===== src/verilog/pmsd_pkg.sv =====
`default_nettype none

package pmsd_pkg;

    localparam int VA_W = 64;
    localparam int TAG_W = 8;
    localparam int DATA_W = 32;
    localparam int ADDR_W = 32;
    localparam int CNT_W = 16;

    // Register byte offsets
    localparam logic [ADDR_W-1:0] OFS_CTRL = 32'h0000_0000;
    localparam logic [ADDR_W-1:0] OFS_VADDR_LO = 32'h0000_0004;
    localparam logic [ADDR_W-1:0] OFS_VADDR_HI = 32'h0000_0008;
    localparam logic [ADDR_W-1:0] OFS_RESULT = 32'h0000_000c;
    localparam logic [ADDR_W-1:0] OFS_MISS_CNT = 32'h0000_0010;
    localparam logic [ADDR_W-1:0] OFS_ERR_CNT = 32'h0000_0014;
    localparam int REG_ADDR_LSB = 2;
    localparam int REG_ADDR_MSB = 7;

    // Control register fields
    localparam int CTRL_PRIV_LSB = 0;
    localparam int CTRL_EXC_LVL_BIT = 2;
    localparam int CTRL_ERR_LVL_BIT = 3;
    localparam int CTRL_USER_WIDE_BIT = 4;
    localparam int CTRL_SUPER_WIDE_BIT = 5;
    localparam int CTRL_KERN_WIDE_BIT = 6;
    localparam int CTRL_TAG_LSB = 8;

    // Result register fields
    localparam int RES_MODE_LSB = 0;
    localparam int RES_WIDE_BIT = 2;
    localparam int RES_SEG_LSB = 3;
    localparam int RES_ERR_BIT = 7;
    localparam int RES_MAPPED_BIT = 8;
    localparam int RES_EXT_BIT = 9;

    // Privilege field codes
    localparam logic [1:0] PRIV_USER = 2'h2;
    localparam logic [1:0] PRIV_SUPER = 2'h1;

    // Address pattern constants
    localparam int NARROW_SIGN_BIT = 31;
    localparam int USER_TOP_LSB = 40;
    localparam logic [2:0] SSSEG_TOP3 = 3'h6;
    localparam logic [1:0] WSEL_XSUSEG = 2'h0;
    localparam logic [1:0] WSEL_XSSEG = 2'h1;
    localparam logic [1:0] WSEL_CSSEG = 2'h3;

    localparam logic [DATA_W-1:0] RESET_WORD = 32'h0000_0000;
    localparam logic [CNT_W-1:0] CNT_ONE = 16'h0001;

    typedef enum logic [1:0] {
        MODE_USER,
        MODE_SUPER,
        MODE_KERNEL
    } pmsd_mode_e;

    typedef enum logic [3:0] {
        SEG_NONE,
        SEG_USEG,
        SEG_XUSEG,
        SEG_SUSEG,
        SEG_SSSEG,
        SEG_XSUSEG,
        SEG_XSSEG,
        SEG_CSSEG,
        SEG_KERNEL
    } pmsd_seg_e;

    typedef struct packed {
        logic [TAG_W-1:0] tag;
        logic kernel_wide_addressing;
        logic supervisor_wide_addressing;
        logic user_wide_addressing;
        logic error_level_flag;
        logic exception_level_flag;
        logic [1:0] priv;
    } pmsd_ctrl_s;

    typedef struct packed {
        logic mapped;
        logic [TAG_W-1:0] tag;
        logic [VA_W-1:0] vaddr;
    } pmsd_xlat_s;

    typedef struct packed {
        pmsd_mode_e mode;
        logic wide;
        pmsd_seg_e seg;
        logic addr_err;
        logic ext_vec;
        pmsd_xlat_s xlat;
    } pmsd_result_s;

endpackage : pmsd_pkg

`default_nettype wire


===== src/verilog/pmsd_decode.sv =====
`timescale 1ns/10ps
`default_nettype none

module pmsd_decode
    import pmsd_pkg::*;
(
    input wire pmsd_ctrl_s ctrl,
    input wire logic [VA_W-1:0] vaddr,
    output pmsd_result_s res
);

    logic sext_ok;
    logic narrow_low;
    logic wide_low;
    logic mid_zero;
    logic cs_upper;

    assign sext_ok = (vaddr[VA_W-1:NARROW_SIGN_BIT+1] == {(VA_W-NARROW_SIGN_BIT-1){vaddr[NARROW_SIGN_BIT]}});
    assign narrow_low = sext_ok && !vaddr[NARROW_SIGN_BIT];
    assign wide_low = (vaddr[VA_W-1:USER_TOP_LSB] == '0);
    assign mid_zero = (vaddr[VA_W-3:USER_TOP_LSB] == '0);
    assign cs_upper = (vaddr[VA_W-3:NARROW_SIGN_BIT+1] == '1);

    always_comb begin
        res = '0;
        res.xlat.vaddr = vaddr;
        if (ctrl.priv == PRIV_USER && !ctrl.exception_level_flag && !ctrl.error_level_flag) begin
            res.mode = MODE_USER;
            res.wide = ctrl.user_wide_addressing;
        end else if (ctrl.priv == PRIV_SUPER && !ctrl.exception_level_flag && !ctrl.error_level_flag) begin
            res.mode = MODE_SUPER;
            res.wide = ctrl.supervisor_wide_addressing;
        end else begin
            res.mode = MODE_KERNEL;
            res.wide = ctrl.kernel_wide_addressing;
        end
        case (res.mode)
            MODE_USER: begin
                if (res.wide) begin
                    res.seg = wide_low ? SEG_XUSEG : SEG_NONE;
                end else begin
                    res.seg = narrow_low ? SEG_USEG : SEG_NONE;
                end
            end
            MODE_SUPER: begin
                if (!res.wide) begin
                    if (!sext_ok) begin
                        res.seg = SEG_NONE;
                    end else if (!vaddr[NARROW_SIGN_BIT]) begin
                        res.seg = SEG_SUSEG;
                    end else if (vaddr[NARROW_SIGN_BIT:NARROW_SIGN_BIT-2] == SSSEG_TOP3) begin
                        res.seg = SEG_SSSEG;
                    end else begin
                        res.seg = SEG_NONE;
                    end
                end else begin
                    case (vaddr[VA_W-1:VA_W-2])
                        WSEL_XSUSEG: res.seg = mid_zero ? SEG_XSUSEG : SEG_NONE;
                        WSEL_XSSEG: res.seg = mid_zero ? SEG_XSSEG : SEG_NONE;
                        WSEL_CSSEG: begin
                            if (cs_upper && vaddr[NARROW_SIGN_BIT:NARROW_SIGN_BIT-2] == SSSEG_TOP3) begin
                                res.seg = SEG_CSSEG;
                            end else begin
                                res.seg = SEG_NONE;
                            end
                        end
                        default: res.seg = SEG_NONE;
                    endcase
                end
            end
            default: begin
                // Kernel layout is not split further; outside the shared user segment every valid address is SEG_KERNEL
                if (!res.wide) begin
                    if (!sext_ok) begin
                        res.seg = SEG_NONE;
                    end else begin
                        res.seg = narrow_low ? SEG_USEG : SEG_KERNEL;
                    end
                end else begin
                    res.seg = wide_low ? SEG_XUSEG : SEG_KERNEL;
                end
            end
        endcase
        res.addr_err = (res.seg == SEG_NONE);
        res.xlat.mapped = !res.addr_err && (res.seg != SEG_KERNEL);
        res.xlat.tag = res.xlat.mapped ? ctrl.tag : '0;
        res.ext_vec = res.wide;
    end

endmodule : pmsd_decode

`default_nettype wire


===== src/verilog/pmsd_top.sv =====
`timescale 1ns/10ps
`default_nettype none

// Notes on behaviour
// - Privilege from field and both level flags.
// - Each mode uses only its wide bit.
// - Narrow user needs address bit 31 clear.
// - Wide user needs bits 63..40 zero.
// - Narrow addressing requires bit 31 sign extension.
// - User miss picks refill by user width.
// - Supervisor miss picks refill by supervisor width.
// - Narrow user segment always goes through translation.
// - User segment at zero, same from all modes.
// - Supervisor narrow, bit 31 clear: user segment.
// - Supervisor narrow, top bits 110: supervisor segment.
// - Supervisor wide, top 00: wide user segment.
// - Supervisor wide, top 01: current supervisor segment.
// - Supervisor wide, top 11: separate supervisor segment.
// - Mapped references carry the address space tag.
// - Kernel miss picks refill by kernel width.
module pmsd_top
    import pmsd_pkg::*;
#(
    parameter int CNT_BITS = CNT_W
)
(
    input wire logic hclk,
    input wire logic hresetn,
    input wire logic hsel,
    input wire logic [ADDR_W-1:0] haddr,
    input wire logic [1:0] htrans,
    input wire logic hwrite,
    input wire logic [2:0] hsize,
    input wire logic [DATA_W-1:0] hwdata,
    input wire logic hready,
    output logic [DATA_W-1:0] hrdata,
    output logic hreadyout,
    output logic hresp,
    input wire logic xlat_miss,
    output pmsd_xlat_s xlat_req,
    output logic addr_error,
    output logic refill_req,
    output logic refill_ext
);

    // Bus state
    logic rd_pend_ff;
    logic nxt_rd_pend;
    logic wr_pend_ff;
    logic nxt_wr_pend;
    logic [ADDR_W-1:0] dph_addr_ff;
    logic [ADDR_W-1:0] nxt_dph_addr;
    logic [DATA_W-1:0] hrdata_ff;
    logic [DATA_W-1:0] nxt_hrdata;
    logic accept;

    // Software-visible state
    pmsd_ctrl_s ctrl_ff;
    pmsd_ctrl_s nxt_ctrl;
    logic [DATA_W-1:0] va_lo_ff;
    logic [DATA_W-1:0] nxt_va_lo;
    logic [DATA_W-1:0] va_hi_ff;
    logic [DATA_W-1:0] nxt_va_hi;
    logic [CNT_BITS-1:0] miss_cnt_ff;
    logic [CNT_BITS-1:0] nxt_miss_cnt;
    logic [CNT_BITS-1:0] err_cnt_ff;
    logic [CNT_BITS-1:0] nxt_err_cnt;

    // Decode pipeline state
    pmsd_result_s dec_res;
    pmsd_result_s res_ff;
    pmsd_result_s nxt_res;
    logic refill_req_ff;
    logic nxt_refill_req;
    logic refill_ext_ff;
    logic nxt_refill_ext;
    logic err_seen_ff;
    logic nxt_err_seen;

    function automatic logic [DATA_W-1:0] pack_ctrl(input pmsd_ctrl_s c);
        logic [DATA_W-1:0] w;
        w = '0;
        w[CTRL_PRIV_LSB +: 2] = c.priv;
        w[CTRL_EXC_LVL_BIT] = c.exception_level_flag;
        w[CTRL_ERR_LVL_BIT] = c.error_level_flag;
        w[CTRL_USER_WIDE_BIT] = c.user_wide_addressing;
        w[CTRL_SUPER_WIDE_BIT] = c.supervisor_wide_addressing;
        w[CTRL_KERN_WIDE_BIT] = c.kernel_wide_addressing;
        w[CTRL_TAG_LSB +: TAG_W] = c.tag;
        return w;
    endfunction : pack_ctrl

    function automatic pmsd_ctrl_s unpack_ctrl(input logic [DATA_W-1:0] w);
        pmsd_ctrl_s c;
        c.priv = w[CTRL_PRIV_LSB +: 2];
        c.exception_level_flag = w[CTRL_EXC_LVL_BIT];
        c.error_level_flag = w[CTRL_ERR_LVL_BIT];
        c.user_wide_addressing = w[CTRL_USER_WIDE_BIT];
        c.supervisor_wide_addressing = w[CTRL_SUPER_WIDE_BIT];
        c.kernel_wide_addressing = w[CTRL_KERN_WIDE_BIT];
        c.tag = w[CTRL_TAG_LSB +: TAG_W];
        return c;
    endfunction : unpack_ctrl

    function automatic logic [DATA_W-1:0] pack_result(input pmsd_result_s r);
        logic [DATA_W-1:0] w;
        w = '0;
        w[RES_MODE_LSB +: 2] = r.mode;
        w[RES_WIDE_BIT] = r.wide;
        w[RES_SEG_LSB +: 4] = r.seg;
        w[RES_ERR_BIT] = r.addr_err;
        w[RES_MAPPED_BIT] = r.xlat.mapped;
        w[RES_EXT_BIT] = r.ext_vec;
        return w;
    endfunction : pack_result

    function automatic logic is_reg(input logic [ADDR_W-1:0] a, input logic [ADDR_W-1:0] ofs);
        return a[REG_ADDR_MSB:REG_ADDR_LSB] == ofs[REG_ADDR_MSB:REG_ADDR_LSB]
            && a[ADDR_W-1:REG_ADDR_MSB+1] == '0;
    endfunction : is_reg

    pmsd_decode u_decode (
        .ctrl(ctrl_ff),
        .vaddr({va_hi_ff, va_lo_ff}),
        .res(dec_res)
    );

    // Only the read data phase waits one cycle, so hrdata can come from a flip-flop
    assign hreadyout = !rd_pend_ff;
    assign hresp = 1'b0;
    assign hrdata = hrdata_ff;
    assign accept = hsel && htrans[1] && hready;

    always_comb begin
        nxt_rd_pend = 1'b0;
        nxt_wr_pend = 1'b0;
        nxt_dph_addr = dph_addr_ff;
        nxt_hrdata = hrdata_ff;
        if (accept) begin
            nxt_dph_addr = haddr;
            nxt_rd_pend = !hwrite;
            nxt_wr_pend = hwrite;
        end
        if (rd_pend_ff) begin
            if (is_reg(dph_addr_ff, OFS_CTRL)) begin
                nxt_hrdata = pack_ctrl(ctrl_ff);
            end else if (is_reg(dph_addr_ff, OFS_VADDR_LO)) begin
                nxt_hrdata = va_lo_ff;
            end else if (is_reg(dph_addr_ff, OFS_VADDR_HI)) begin
                nxt_hrdata = va_hi_ff;
            end else if (is_reg(dph_addr_ff, OFS_RESULT)) begin
                nxt_hrdata = pack_result(res_ff);
            end else if (is_reg(dph_addr_ff, OFS_MISS_CNT)) begin
                nxt_hrdata = DATA_W'(miss_cnt_ff);
            end else if (is_reg(dph_addr_ff, OFS_ERR_CNT)) begin
                nxt_hrdata = DATA_W'(err_cnt_ff);
            end else begin
                nxt_hrdata = RESET_WORD;
            end
        end
    end

    always_ff @(posedge hclk or negedge hresetn) begin
        if (!hresetn) begin
            rd_pend_ff <= 1'b0;
            wr_pend_ff <= 1'b0;
            dph_addr_ff <= '0;
            hrdata_ff <= RESET_WORD;
        end else begin
            rd_pend_ff <= nxt_rd_pend;
            wr_pend_ff <= nxt_wr_pend;
            dph_addr_ff <= nxt_dph_addr;
            hrdata_ff <= nxt_hrdata;
        end
    end

    // Register writes land at the end of the write data phase
    always_comb begin
        nxt_ctrl = ctrl_ff;
        nxt_va_lo = va_lo_ff;
        nxt_va_hi = va_hi_ff;
        if (wr_pend_ff) begin
            if (is_reg(dph_addr_ff, OFS_CTRL)) begin
                nxt_ctrl = unpack_ctrl(hwdata);
            end else if (is_reg(dph_addr_ff, OFS_VADDR_LO)) begin
                nxt_va_lo = hwdata;
            end else if (is_reg(dph_addr_ff, OFS_VADDR_HI)) begin
                nxt_va_hi = hwdata;
            end
        end
    end

    always_ff @(posedge hclk or negedge hresetn) begin
        if (!hresetn) begin
            ctrl_ff <= '0;
            va_lo_ff <= RESET_WORD;
            va_hi_ff <= RESET_WORD;
        end else begin
            ctrl_ff <= nxt_ctrl;
            va_lo_ff <= nxt_va_lo;
            va_hi_ff <= nxt_va_hi;
        end
    end

    // Decode result is registered to keep the address path short
    always_comb begin
        nxt_res = dec_res;
        nxt_refill_req = 1'b0;
        nxt_refill_ext = refill_ext_ff;
        nxt_miss_cnt = miss_cnt_ff;
        nxt_err_cnt = err_cnt_ff;
        nxt_err_seen = res_ff.addr_err;
        if (xlat_miss && res_ff.xlat.mapped) begin
            // Handler choice follows the width bit of the current mode only
            nxt_refill_req = 1'b1;
            nxt_refill_ext = res_ff.ext_vec;
            nxt_miss_cnt = miss_cnt_ff + CNT_BITS'(CNT_ONE);
        end
        if (res_ff.addr_err && !err_seen_ff) begin
            // Counts entries into the error state, not cycles spent in it
            nxt_err_cnt = err_cnt_ff + CNT_BITS'(CNT_ONE);
        end
    end

    always_ff @(posedge hclk or negedge hresetn) begin
        if (!hresetn) begin
            res_ff <= '0;
            refill_req_ff <= 1'b0;
            refill_ext_ff <= 1'b0;
            miss_cnt_ff <= '0;
            err_cnt_ff <= '0;
            err_seen_ff <= 1'b0;
        end else begin
            res_ff <= nxt_res;
            refill_req_ff <= nxt_refill_req;
            refill_ext_ff <= nxt_refill_ext;
            miss_cnt_ff <= nxt_miss_cnt;
            err_cnt_ff <= nxt_err_cnt;
            err_seen_ff <= nxt_err_seen;
        end
    end

    assign xlat_req = res_ff.xlat;
    assign addr_error = res_ff.addr_err;
    assign refill_req = refill_req_ff;
    assign refill_ext = refill_ext_ff;

endmodule : pmsd_top

`default_nettype wire


===== config.mk =====
export PLATFORM = sky130hd
export DESIGN_NAME = pmsd_top
export DESIGN_NICKNAME = d
export VERILOG_FILES = /design/src/verilog/pmsd_pkg.sv /design/src/verilog/pmsd_decode.sv /design/src/verilog/pmsd_top.sv
export SDC_FILE = /design/constraint.sdc
export NUM_CORES = 1
export LEC_CHECK = 0
export BUFFER_PORTS_ARGS = -buffer_cell sky130_fd_sc_hd__buf_2
export CORE_ASPECT_RATIO = 1.25
export CORE_MARGIN = 1.5
export CORE_UTILIZATION = 42
export CTS_CLUSTER_SIZE = 10
export DETAILED_ROUTE_END_ITERATION = 12
export SYNTH_ARGS = -nofsm -noshare
export SYNTH_HDL_FRONTEND = slang
export SYNTH_SLANG_ARGS = --single-unit

===== constraint.sdc =====
create_clock -name hclk -period 2.77 [get_ports hclk]
set_input_delay 0.277 -clock hclk [delete_from_list [all_inputs] [get_ports hclk]]
set_output_delay 0.277 -clock hclk [all_outputs]
set_load 0.01 [all_outputs]

# After elaboration in Yosys (flattened, before gate mapping)
# Index checks and enable logic that the tools add are counted.
[totals]
out_inout_bits = 110
in_bits = 75
word_cells = 105
reg_bits = 261
[classes]
reduce_logical = 34
n_eq_ne = 14
add_sub_neg = 2
n_mux = 28
bitwise = 2
[ops]
columns = ["op", "count"]
rows = [
  ["2-to-1 mux 32 bit", 3],
  ["zero test 24 bit", 2],
  ["2-to-1 mux 16 bit", 3],
  ["adder 16 x 1 -> 16 bit, second input constant", 2],
  ["== test 32 bit", 1],
  ["2-to-1 mux 4 bit", 8],
  ["== test 30 bit, second input constant", 1],
  ["zero test 22 bit", 1],
  ["2-to-1 mux 3 bit", 6],
  ["logical AND 1 bit", 17],
  ["== test 6 x 2 -> 1 bit, second input constant", 2],
  ["== test 6 x 3 -> 1 bit, second input constant", 2],
  ["case mux 4 bit (3 select lines)", 1],
  ["2-to-1 mux 8 bit", 1],
  ["case mux 4 bit (2 select lines)", 1],
  ["zero test 1 bit", 7],
  ["== test 2 x 1 -> 1 bit, second input constant", 3],
  ["== test 6 x 1 -> 1 bit, second input constant", 1],
  ["zero test 6 bit", 1],
  ["== test 2 bit, second input constant", 2],
  ["zero test 2 bit", 2],
  ["zero test 4 bit", 1],
  ["2-to-1 mux 1 bit", 4],
  ["inequality test 4 bit, second input constant", 1],
  ["other kinds (6)", 7],
]

# Longest topological paths before layout
# Gate-level depths: netlist (run 1).
[depth]
depth_word = 11
ltp_mapped = 8
depth_no_buf = 8

# Cells and area by module
# From an unflattened synthesis (run 1), not the netlist that was laid out.
[hier_totals]
hier_cells = 926
area_unflattened_um2 = 11452.2
[by_module_without_submodules]
columns = ["module", "cells_per_inst", "seq_area_each_um2", "n_inst", "area_per_inst_um2"]
rows = [
  ["pmsd_top", 797, 6506.2, 1, 10512.6],
  ["pmsd_decode", 129, 0.0, 1, 939.7],
]

# Least setup slack after synthesis (run 1)
# OpenSTA, ideal clock, no wires.
[synth_timing]
kind = "register to register"
from = "reg dph_addr_ff[17]"
to = "reg va_hi_ff[10]"
period_less_slack_ns = 2.178
arrival_time_ns = 2.053
setup_time_ns = 0.125
setup_slack_ns = 0.592
path_buffers = 1
required_time_ns = 2.645
stages_incl_launch_ff = 8
cell_sequence = "dfrtp_1 > nor4_1 > nand4_1 > nor2_4 > nand3_2 > nor3b_4 > buf_4 > mux2_2"
[synth_between]
elab_chain_cells = 4
elab_cells_between_ends = 7
cone_classes = "bitwise: 2; reduce/logical: 5"
[synth_rtl]
columns = ["element", "line_no", "rtl"]
rows = [
  ["start: declaration", "pmsd_top.sv:51", "logic [ADDR_W-1:0] dph_addr_ff;"],
  ["start signal: assignment", "pmsd_top.sv:172", "dph_addr_ff <= nxt_dph_addr;"],
  ["zero test 24 bit (*)", "pmsd_top.sv:119", "&& a[ADDR_W-1:REG_ADDR_MSB+1] == '0;"],
  ["logical AND 1 bit", "pmsd_top.sv:119", ""],
  ["NOT 1 bit (no line)", "--", ""],
  ["AND reduction 4 bit (no line) (*)", "--", ""],
  ["end signal: assignment", "pmsd_top.sv:201", "va_hi_ff <= nxt_va_hi;"],
  ["end: declaration", "pmsd_top.sv:62", "logic [DATA_W-1:0] va_hi_ff;"],
]
# Every way passes the cells marked *; elsewhere a longest branch is shown, timed or not.
# A chain may end at the register's enable or synchronous reset.

# Final worst setup path (run 1)
[layout_timing]
from = "reg dph_addr_ff[17]"
to = "reg va_hi_ff[8]"
# Same word-level chain as after synthesis.

==> results of run 1 <==
## Yosys cell counts, drive strengths merged, types with 7 or more instances
library cell,instances
a21oi,16
a221o,9
a221oi,18
a22oi,14
and2,9
and3,7
buf,86
clkbuf,22
dfrtp,259
inv,12
mux2,116
mux2i,9
nand2,34
nand3,14
nand4,16
nor2,50
nor2b,15
nor4,16
o22ai,7
xnor2,24
xor2,7
## stage by stage
stage               hold WS, ns  total power, mW
floorplan               -0.0186             4.62
global placement          0.310             4.99
detailed placement        0.308             5.01
CTS                     0.00478             8.63
global route            0.00430             8.89
finish                   0.0240             8.52
## routing by layer
metal  GRT usage  wire (um)
met5           0          0
met4      0.0796        964
met3      0.0359       1350
met2       0.365      13800
met1       0.266      11100
## worst register-to-register path: stages (launching register included)
cell,delay (ns)
dfrtp_1,0.37
nor4_1,0.36
nand4_1,0.20
buf_4,0.21
nor2_4,0.11
nand3_2,0.17
nor3b_4,0.29
buf_4,0.29
mux2_2,0.37
## final timing paths
path | cells past startpoint | slack, ns | startpoint | endpoint
max | 8 | 0.26 | dph_addr_ff[17] | va_hi_ff[8]
min | 2 | 0.02 | hwdata[16] | va_hi_ff[16]
max reg2reg | 8 | 0.26 | dph_addr_ff[17] | va_hi_ff[8]
min reg2reg | 0 | 0.39 | va_lo_ff[19] | xlat_req[19]
max in group asynchronous | 3 | 1.67 | hresetn | xlat_req[47]
min in group asynchronous | 2 | 0.33 | hresetn | va_lo_ff[23]
## power by group
| group | leakage, nW | internal [mW] | switching [mW] | total [mW] |
|---|---|---|---|---|
| registers | 3.49 | 3.99 | 0.178 | 4.17 |
| clock network | 0.414 | 2.11 | 1.40 | 3.51 |
| logic | 2.73 | 0.395 | 0.449 | 0.844 |
| total | 6.63 | 6.49 | 2.03 | 8.52 |
## cell families (layout without fill, tap and decap cells)
| family | count (synthesis) | in the layout | synth area share |
|---|---|---|---|
| AND/OR/NAND/NOR | 183 | 183 | 0.0933 |
| buffers and inverters | 120 | 332 | 0.0713 |
| flip-flops | 259 | 259 | 0.609 |
| AO/OA/AOI/OAI | 92 | 92 | 0.0648 |
| multiplexers | 126 | 126 | 0.133 |
| other | 1 | 1 | 0.000352 |
| XOR/XNOR | 31 | 31 | 0.0255 |
| adder cells (fa/ha/maj) | 2 | 2 | 0.00235 |
## what timing repair did
item                                    in CTS  in global routing
endpoints found under the setup margin       0                  0
buffers inserted                             0                  0
hold buffers                                60                  0
endpoints found under the hold margin      172                  0
gates resized for setup                      0                  0
## layout make-up
type	count	area, um2
clock buffer	36	815
clock inverter	1	30.0
fill	2172	11600
inverter	12	45.0
multi-input combinational	435	3420
sequential	259	6480
tap	330	413
timing repair buffer	283	1880
## sequential cells by signal, indices dropped and copies added, names as in the netlist, 7 cells and up
register / count
dph_addr_ff: 30
res_ff: 7
ctrl_ff: 15
va_lo_ff: 32
miss_cnt_ff: 16
err_cnt_ff: 16
hrdata: 32
xlat_req: 73
va_hi_ff: 32
==> flow_metrics.env, run 1 <==
export IMPL_drive_gt1_frac=0.373
export IMPL_ys_seq_area_frac=0.609
export IMPL_drt_wl_total_mm=27.3
export IMPL_gr_usage_all_layers=0.211
export IMPL_clock_skew_ns=0.0115
export IMPL_num_vias=7030
export IMPL_cts_root_buf="clkbuf_16"
export IMPL_rows=64
export IMPL_final_common_cell="dfrtp_1"
export IMPL_cts_buffer_depth=3
export IMPL_min_path_type="input port to flop"
export IMPL_grt_antenna_before_repair=0
export IMPL_max_freq_mhz=399
export IMPL_route_detailed_drc=0
export IMPL_place_area_um2=11600
export IMPL_synth_top_area_frac=0.609
export IMPL_syn_avg_cell_area_um2=13.1
export IMPL_postLayoutCoreUtil=0.530
export IMPL_hold_violations=0
export IMPL_setup_viol=0
export IMPL_worst_slew_margin_rel=0.591
export IMPL_layout_cells_non_filler=1356
export IMPL_rsz0062_at_grt="no"
export IMPL_powerDensity_nw_per_um2=651
export IMPL_ys_types=58
export IMPL_htreeDepth=1
export IMPL_drtIter0Drc=398
export IMPL_wl_per_cell_um=20.1
export IMPL_routabilityCongestion=0.877
export IMPL_fp_dieW_um=145
export IMPL_dieArea_um2=26300
export IMPL_yosysWarnings=0
export IMPL_maxCapViolations=0
export IMPL_ys_seq_elements=259
export IMPL_grt_pass1_wl_mm=43.2
export IMPL_cts_made_buffers=30
export IMPL_grt_pass1_vias=7480
export IMPL_setup_tns_ns=0
export IMPL_period_share=0.905
export IMPL_p_leak_nw=6.63
export IMPL_dp_hpwl_mm=19.0
export IMPL_syn_nets=891
export IMPL_stdcell_area_um2=13100
export IMPL_final_nets=1098
export IMPL_area_growth_pct=22.9
export IMPL_cp_end_kind="flop"
export IMPL_cts_sinks=259
export IMPL_slew_violations=0
export IMPL_synth_edff_count=0
export IMPL_crit_top_cell="buf_4"
export IMPL_setup_ws_ns=0.264
export IMPL_vias_per_cell=5.18
export IMPL_status="finished clean"
export IMPL_grt_overflow_total=0
export IMPL_crit_family="simple AND/OR/NAND/NOR gates"
export IMPL_fin_crit_ns=2.51
export IMPL_clk_pin_slew_worst_paths_ns=0.06
export IMPL_firstDrtPassIters=4
export IMPL_antenna_cells=0
export IMPL_synthCells=814
export IMPL_cpPeakStageDelay_ns=0.37
export IMPL_place_ws_ns=0.214
export IMPL_clk_latency_ns=0.54
export IMPL_dp_cells=1259
export IMPL_fp_dieH_um=181
export IMPL_max_vdd_ir_drop_mv=0.448
export IMPL_initial_core_util=0.431
export IMPL_ys_flop_type="dfrtp_1"
export IMPL_path_cells="nor4_1, nand4_1, buf_4, nor2_4, nand3_2, nor3b_4, buf_4, mux2_2"
export IMPL_port_buffers=177
export IMPL_yosysTopAreaCell="dfrtp_1"
export IMPL_cts_tree="built"
export IMPL_slowest_stage="dfrtp_1"
export IMPL_cp_arrival_ns=2.92
export IMPL_async_reset_ff_frac=1.00
export IMPL_core_um2=24700
export IMPL_synthesis_area_um2=10600
export IMPL_final_cell_mix="259 x dfrtp_1, 176 x buf_2, 115 x mux2_2, 60 x dlygate4sd3_1, 48 x nor2_1"
export IMPL_critical_path_class="flop to flop"
export IMPL_ios=185
export IMPL_critical_path_buf_inv_count=2
export IMPL_grt_start_max_net_pins=79
export IMPL_antenna_left=0
export IMPL_crit_path_max_fanout=13
export IMPL_tightest_slew_ns=0.608
export IMPL_start_kind="flop"
export IMPL_worstPathRequired_ns=3.18
export IMPL_synth_top_cells_by_area="dfrtp_1 61%, mux2_2 12%, buf_4 5.7%, xnor2_1 2.0%, nor2_1 1.7%"
(Power assumes the default switching activity.)
==> run 2, diff against run 1 <==
--- a/config.mk
+++ b/config.mk
@@ -5,12 +5,13 @@
 export SDC_FILE = /design/constraint.sdc
 export NUM_CORES = 1
 export LEC_CHECK = 0
-export BUFFER_PORTS_ARGS = -buffer_cell sky130_fd_sc_hd__buf_2
+export ABC_AREA = 1
 export CORE_ASPECT_RATIO = 1.25
 export CORE_MARGIN = 1.5
 export CORE_UTILIZATION = 42
 export CTS_CLUSTER_SIZE = 10
 export DETAILED_ROUTE_END_ITERATION = 12
+export DONT_BUFFER_PORTS = 1
 export SYNTH_ARGS = -nofsm -noshare
 export SYNTH_HDL_FRONTEND = slang
 export SYNTH_SLANG_ARGS = --single-unit
==> run 2 against run 1 <==
The run now ends with negative hold slack left. Critical path depth is 1 higher. Largest power group unchanged. Clock skew is 0.0060 ns higher. Sequential share of layout area is 4.1 points higher. Worst hold slack worse by 0.60 ns. Flip-flop and latch count stayed put. Synthesized cell count is 41% higher. Utilization is 5.4 points lower. Global-route usage is 1.8 points lower. Routed wire length is 6.5% lower. Via count is 3.2% higher. Cell area is 7.6% lower.
==> flow_metrics.env, run 2 <==
export IMPL_max_freq_mhz=418
export IMPL_combPwrFrac=0.033
export IMPL_grt_antenna_before_repair=1
export IMPL_period_share=0.863
export IMPL_fp_dieH_um=183
export IMPL_max_vdd_ir_drop_mv=0.439
export IMPL_initial_core_util=0.429
export IMPL_core_um2=25400
export IMPL_routabilityCongestion=0.819
export IMPL_postCtsSetupRepairBufs=0
export IMPL_r2r_cells=9
export IMPL_tightest_slew_ns=0.703
export IMPL_rows=65
export IMPL_cts_tree="built"
export IMPL_use_met3=0.0430
export IMPL_ys_flop_type="dfrtp_1"
export IMPL_min_path_type="input port to async pin"
export IMPL_num_vias=7254
export IMPL_largest_register_ffs=73
export IMPL_worst_slew_margin_rel=0.531
export IMPL_worstPathRequired_ns=3.22
export IMPL_fin_crit_ns=2.39
export IMPL_yosysTopAreaCell="dfrtp_1"
export IMPL_dp_hpwl_mm=16.6
export IMPL_synth_top_cells_by_area="dfrtp_1 60%, nand2_1 9.8%, buf_4 5.2%, nor2_1 3.8%, inv_1 3.3%"
export IMPL_worstReg2RegStart="dph_addr_ff[17]"
export IMPL_grt_start_max_net_pins=260
export IMPL_cts_made_buffers=29
export IMPL_yosysWarnings=0
export IMPL_path_cells="nor2_1, nand2_1, nor2_1, nand2_1, nor2_4, nand3_1, inv_2, nand2_4, o21ai_0"
export IMPL_power_frac_clock=0.439
export IMPL_grt_met2_usage=0.328
export IMPL_dieArea_um2=26900
export IMPL_startpoint="dph_addr_ff[17]"
export IMPL_synth_top_area_frac=0.596
export IMPL_slew_violations=0
export IMPL_post_cts_resized=0
export IMPL_maxCapViolations=0
export IMPL_violations="negative hold slack"
export IMPL_grt_pass1_vias=7576
export IMPL_final_cell_mix="283 x nand2_1, 259 x dfrtp_1, 109 x nor2_1, 97 x inv_1, 64 x dlygate4sd3_1"
export IMPL_firstDrtPassIters=5
export IMPL_ys_seq_elements=259
export IMPL_hold_violations=259
export IMPL_syn_avg_cell_area_um2=9.47
export IMPL_setup_viol=0
export IMPL_area_growth_pct=11.0
export IMPL_power_switching_mw=1.56
export IMPL_fp_dieW_um=147
export IMPL_slowest_stage="nand2_4"
export IMPL_use_met1=0.245
export IMPL_crit_path_max_fanout=64
export IMPL_synthCells=1149
export IMPL_critical_path_buf_inv_count=1
export IMPL_internal_power_mw=5.84
export IMPL_sequentialPowerShare=0.528
export IMPL_port_buffers=0
export IMPL_swShare=0.211
export IMPL_final_common_cell="nand2_1"
export IMPL_wl_per_cell_um=17.2
export IMPL_gr_usage_all_layers=0.194
export IMPL_cp_arrival_ns=2.84
export IMPL_synth_edff_count=0
export IMPL_cts_root_buf="clkbuf_16"
export IMPL_ctsHoldBuffers=64
export IMPL_drt_wl_total_mm=25.5
export IMPL_clock_skew_ns=0.0175
export IMPL_drive_gt1_frac=0.0732
export IMPL_status="complete, but fails checks"
export IMPL_drtIter0Drc=526
export IMPL_cts_sinks=259
export IMPL_grt_most_used_layer="met2"
export IMPL_setup_tns_ns=0
export IMPL_crit_family="simple AND/OR/NAND/NOR gates"
export IMPL_multi_input_area_um2=3290
export IMPL_holdWs_ns=-0.576
export IMPL_antenna_left=0
export IMPL_clk_pin_slew_worst_paths_ns=0.05
export IMPL_path_depth=9
export IMPL_ys_seq_area_frac=0.596
export IMPL_powerDensity_nw_per_um2=612
export IMPL_grt_pass1_wl_mm=40.9
export IMPL_start_kind="flop"
export IMPL_synthesis_area_um2=10900
export IMPL_syn_nets=1226
export IMPL_async_reset_ff_frac=1.00
export IMPL_ios=185
export IMPL_seqCellArea_um2=6480
export IMPL_grt_overflow_total=0
export IMPL_ys_types=32
export IMPL_p_leak_nw=6.00
export IMPL_cts_buffer_depth=3
export IMPL_cp_end_kind="flop"
export IMPL_vias_per_cell=4.89
export IMPL_htreeDepth=1
export IMPL_finalPower_mw=7.40
export IMPL_fill_cells=2419
export IMPL_final_nets=1224
export IMPL_route_detailed_drc=0
export IMPL_clk_latency_ns=0.55
export IMPL_critical_path_class="flop to flop"
export IMPL_cpPeakStageDelay_ns=0.42
export IMPL_synth_commonest_cells="283 x nand2_1, 259 x dfrtp_1, 109 x nor2_1"
export IMPL_rsz0062_at_grt="no"
export IMPL_synth_most_common_cell="nand2_1"
run 2: cell count changes after synthesis, sizes merged, moves of 18 or more:
cell    previous run  this run
a221oi            18         0
o21ai              5        98
nor2              50       111
inv               12       105
mux2             116        18
xnor2             24         6
nand3             14        60
nand2             34       285
run 2: cell type report:
cell class                      count  area share
Clock inverter                      1     0.00166
Multi-Input combinational cell    673       0.272
Tap cell                          335      0.0347
Clock buffer                       30      0.0604
Timing Repair Buffer               77      0.0611
Inverter                          107      0.0332
Sequential cell                   259       0.536
Antenna cell                        1    0.000207
run 2: per-stage QoR:
step	instances	area, um2	hold slack, ns	setup WS, ns	util
2_1_floorplan	1149	10900	-0.0186	1.08	-
3_3_place_gp	1387	10700	-0.0139	0.374	0.421
5_1_grt	1483	12100	-0.595	0.0534	0.476
6_report	1483	12100	-0.576	0.378	0.476
3_5_place_dp	1387	10700	-0.0142	0.318	0.421
4_1_cts	1482	12100	-0.590	0.310	0.476
run 2: path summary, 6_finish.rpt:
path / to / slack (ns)
setup / recovery: va_hi_ff[14] / 0.38
hold / removal: dph_addr_ff[16] / -0.58
setup reg to reg: va_hi_ff[14] / 0.38
hold reg to reg: xlat_req[6] / 0.40
max in group asynchronous: err_cnt_ff[14] / 2.73
min in group hclk: rd_pend_ff / 0.29
run 2: power groups by stage:
stage / sequential (mW) / clock, mW / combinational [mW]
final: 3.91 / 3.24 / 0.244
after global routing: 3.91 / 3.50 / 0.274
after CTS: 3.90 / 3.34 / 0.246
after detailed placement: 3.97 / 0 / 0.171
after global placement: 3.97 / 0 / 0.166
after floorplan: 3.96 / 0 / 0.136
run 2: routing by layer:
metal / wire length [um] / part of all wire
met2: 12500 / 0.49
met4: 602 / 0.024
met1: 10800 / 0.42
met5: 0 / 0
met3: 1560 / 0.061
run 2: cells by family after synthesis:
group	share of synthesized area
simple gates	0.191
flops	0.596
other cells	0.000345
compound gates	0.0655
buf+inv	0.103
xor+xnor	0.0241
mux	0.0186
fa+ha+maj	0.00230
==> run 3, diff against run 2 <==
--- a/config.mk
+++ b/config.mk
@@ -6,7 +6,7 @@
 export NUM_CORES = 1
 export LEC_CHECK = 0
 export ABC_AREA = 1
-export CORE_ASPECT_RATIO = 1.25
+export CORE_ASPECT_RATIO = 1.1
 export CORE_MARGIN = 1.5
 export CORE_UTILIZATION = 42
 export CTS_CLUSTER_SIZE = 10
==> run 3 against run 2 <==
The run still ends with negative hold slack left. Via count is 0.98% higher. Sequential share of layout area shrank 0.39 points. Clock power grew 5%. Fmax rose by 1.7%. Die area about the same. First-iteration DRC count down 5.9%. Count of clock-buffer cells in the layout rose by 6. Flip-flop and latch count stayed put. Clock skew up 0.0097 ns. Combinational power is essentially flat. Critical path type unchanged. Largest cell class unchanged. Highest routed layer unchanged.
==> flow_metrics.env, run 3 (same netlist as run 2, synthesis figures left out) <==
export IMPL_status="complete, but fails checks"
export IMPL_violations="negative hold slack"
export IMPL_clock_skew_ns=0.0272
export IMPL_drt_wl_total_mm=25.0
export IMPL_cp_arrival_ns=2.80
export IMPL_slowest_stage="nand2_4"
export IMPL_critical_path_class="flop to flop"
export IMPL_routabilityCongestion=0.852
export IMPL_area_growth_pct=11.9
export IMPL_wl_met2_mm=11.7
export IMPL_holdWs_ns=-0.556
export IMPL_slew_violations=0
export IMPL_powerDensity_nw_per_um2=620
export IMPL_cts_root_buf="clkbuf_16"
export IMPL_grt_pass1_vias=7400
export IMPL_setup_ws_ns=0.418
export IMPL_hold_violations=259
export IMPL_startpoint="dph_addr_ff[17]"
export IMPL_initial_core_util=0.429
export IMPL_fill_cells=2385
export IMPL_min_path_type="input port to async pin"
export IMPL_cpPeakStageDelay_ns=0.43
export IMPL_worstReg2RegStart="dph_addr_ff[17]"
export IMPL_fp_dieW_um=156
export IMPL_dp_cells=1398
export IMPL_postLayoutCoreUtil=0.480
export IMPL_largest_register_ffs=73
export IMPL_antenna_cells=0
export IMPL_drive_gt1_frac=0.0763
export IMPL_route_detailed_drc=0
export IMPL_setup_tns_ns=0
export IMPL_place_ws_ns=0.295
export IMPL_rrSetupSlack_ns=0.42
export IMPL_crit_reg2reg_capture="va_hi_ff[15]"
export IMPL_grt_antenna_before_repair=0
export IMPL_grt_overflow_total=0
export IMPL_cts_sinks=259
export IMPL_setup_viol=0
export IMPL_clk_latency_ns=0.55
export IMPL_dp_hpwl_mm=16.5
export IMPL_grt_start_max_net_pins=260
export IMPL_clk_pin_slew_worst_paths_ns=0.05
export IMPL_tightest_slew_ns=0.740
export IMPL_rsz0062_at_grt="no"
export IMPL_max_freq_mhz=425
export IMPL_final_cell_mix="283 x nand2_1, 259 x dfrtp_1, 109 x nor2_1, 97 x inv_1, 64 x dlygate4sd3_1"
export IMPL_ios=185
export IMPL_port_buffers=0
export IMPL_postCtsSetupRepairBufs=0
export IMPL_start_kind="flop"
export IMPL_rows=61
export IMPL_cts_made_buffers=30
export IMPL_htreeDepth=1
export IMPL_cp_end_kind="flop"
export IMPL_num_vias=7325
export IMPL_highest_layer="met4"
export IMPL_stdcell_area_um2=12200
export IMPL_dieArea_um2=26900
export IMPL_period_share=0.849
export IMPL_final_common_cell="nand2_1"
export IMPL_place_area_um2=10700
export IMPL_path_cells="nor2_1, nand2_1, nor2_1, nand2_1, nor2_4, nand3_1, inv_2, nand2_4, o21ai_0"
export IMPL_core_um2=25300
export IMPL_drtIter0Drc=495
export IMPL_vias_per_cell=4.88
export IMPL_crit_path_max_fanout=64
export IMPL_r2r_cells=9
export IMPL_wl_met1_mm=11.2
export IMPL_fin_crit_ns=2.35
export IMPL_p_leak_nw=6.04
export IMPL_ctsHoldBuffers=64
export IMPL_wl_per_cell_um=16.7
export IMPL_finalPower_mw=7.54
export IMPL_firstDrtPassIters=5
export IMPL_max_vdd_ir_drop_mv=0.615
export IMPL_cts_tree="built"
export IMPL_wl_met3_mm=1.53
export IMPL_layout_cells_non_filler=1500
export IMPL_antenna_left=0
export IMPL_post_cts_resized=0
export IMPL_maxCapViolations=0
export IMPL_cts_buffer_depth=3
export IMPL_worst_slew_margin_rel=0.506
export IMPL_fp_dieH_um=172
export IMPL_grt_pass1_wl_mm=40.4
export IMPL_final_nets=1225
export IMPL_gr_usage_all_layers=0.193
export IMPL_worstPathRequired_ns=3.22
==> run 3: changes by cell type in the layout (fill, tap and decap cells not counted), sizes merged <==
cell,before,now
clkbuf,30,36
clkinv,2,4
diode,1,0
inv,106,105
==> run 3: power breakdown <==
| part | internal (mW) | switching (mW) | total [mW] |
|---|---|---|---|
| Clock | 1.98 | 1.42 | 3.40 |
| Combinational | 0.131 | 0.111 | 0.242 |
| Sequential | 3.87 | 0.0407 | 3.91 |
==> run 3: area by class of cell <==
type                            count  area (um2)  area share
Clock buffer                       36         793      0.0652
Tap cell                          346         433      0.0356
Clock inverter                      2        21.3     0.00175
Sequential cell                   259        6480       0.532
Timing Repair Buffer               77         751      0.0617
Inverter                          107         402      0.0330
Multi-Input combinational cell    673        3290       0.270
==> run 3: critical path, delay by kind of cell (launching register included) <==
kind,cells,cell delay (ns)
AND/OR/NAND/NOR,7,1.23
flip-flops,1,0.37
AO/OA/AOI/OAI,1,0.34
buffers and inverters,1,0.33
==> run 3: routing by layer <==
metal  up-vias  track usage
met3        40       0.0393
met5         -            0
met4         0       0.0538
met2       205        0.314
met1      3517        0.260
li1       3563            -
==> run 3: worst max-delay path by stage <==
stage                endpoint  slack (ns)  cells past startpoint
4_1_cts          va_hi_ff[15]        0.30                      9
6_report         va_hi_ff[15]        0.42                      9
3_3_place_gp     va_hi_ff[31]        0.43                     10
3_5_place_dp     va_hi_ff[15]        0.30                      9
2_1_floorplan  err_cnt_ff[15]        1.08                      8
5_1_grt          va_hi_ff[15]        0.08                      9
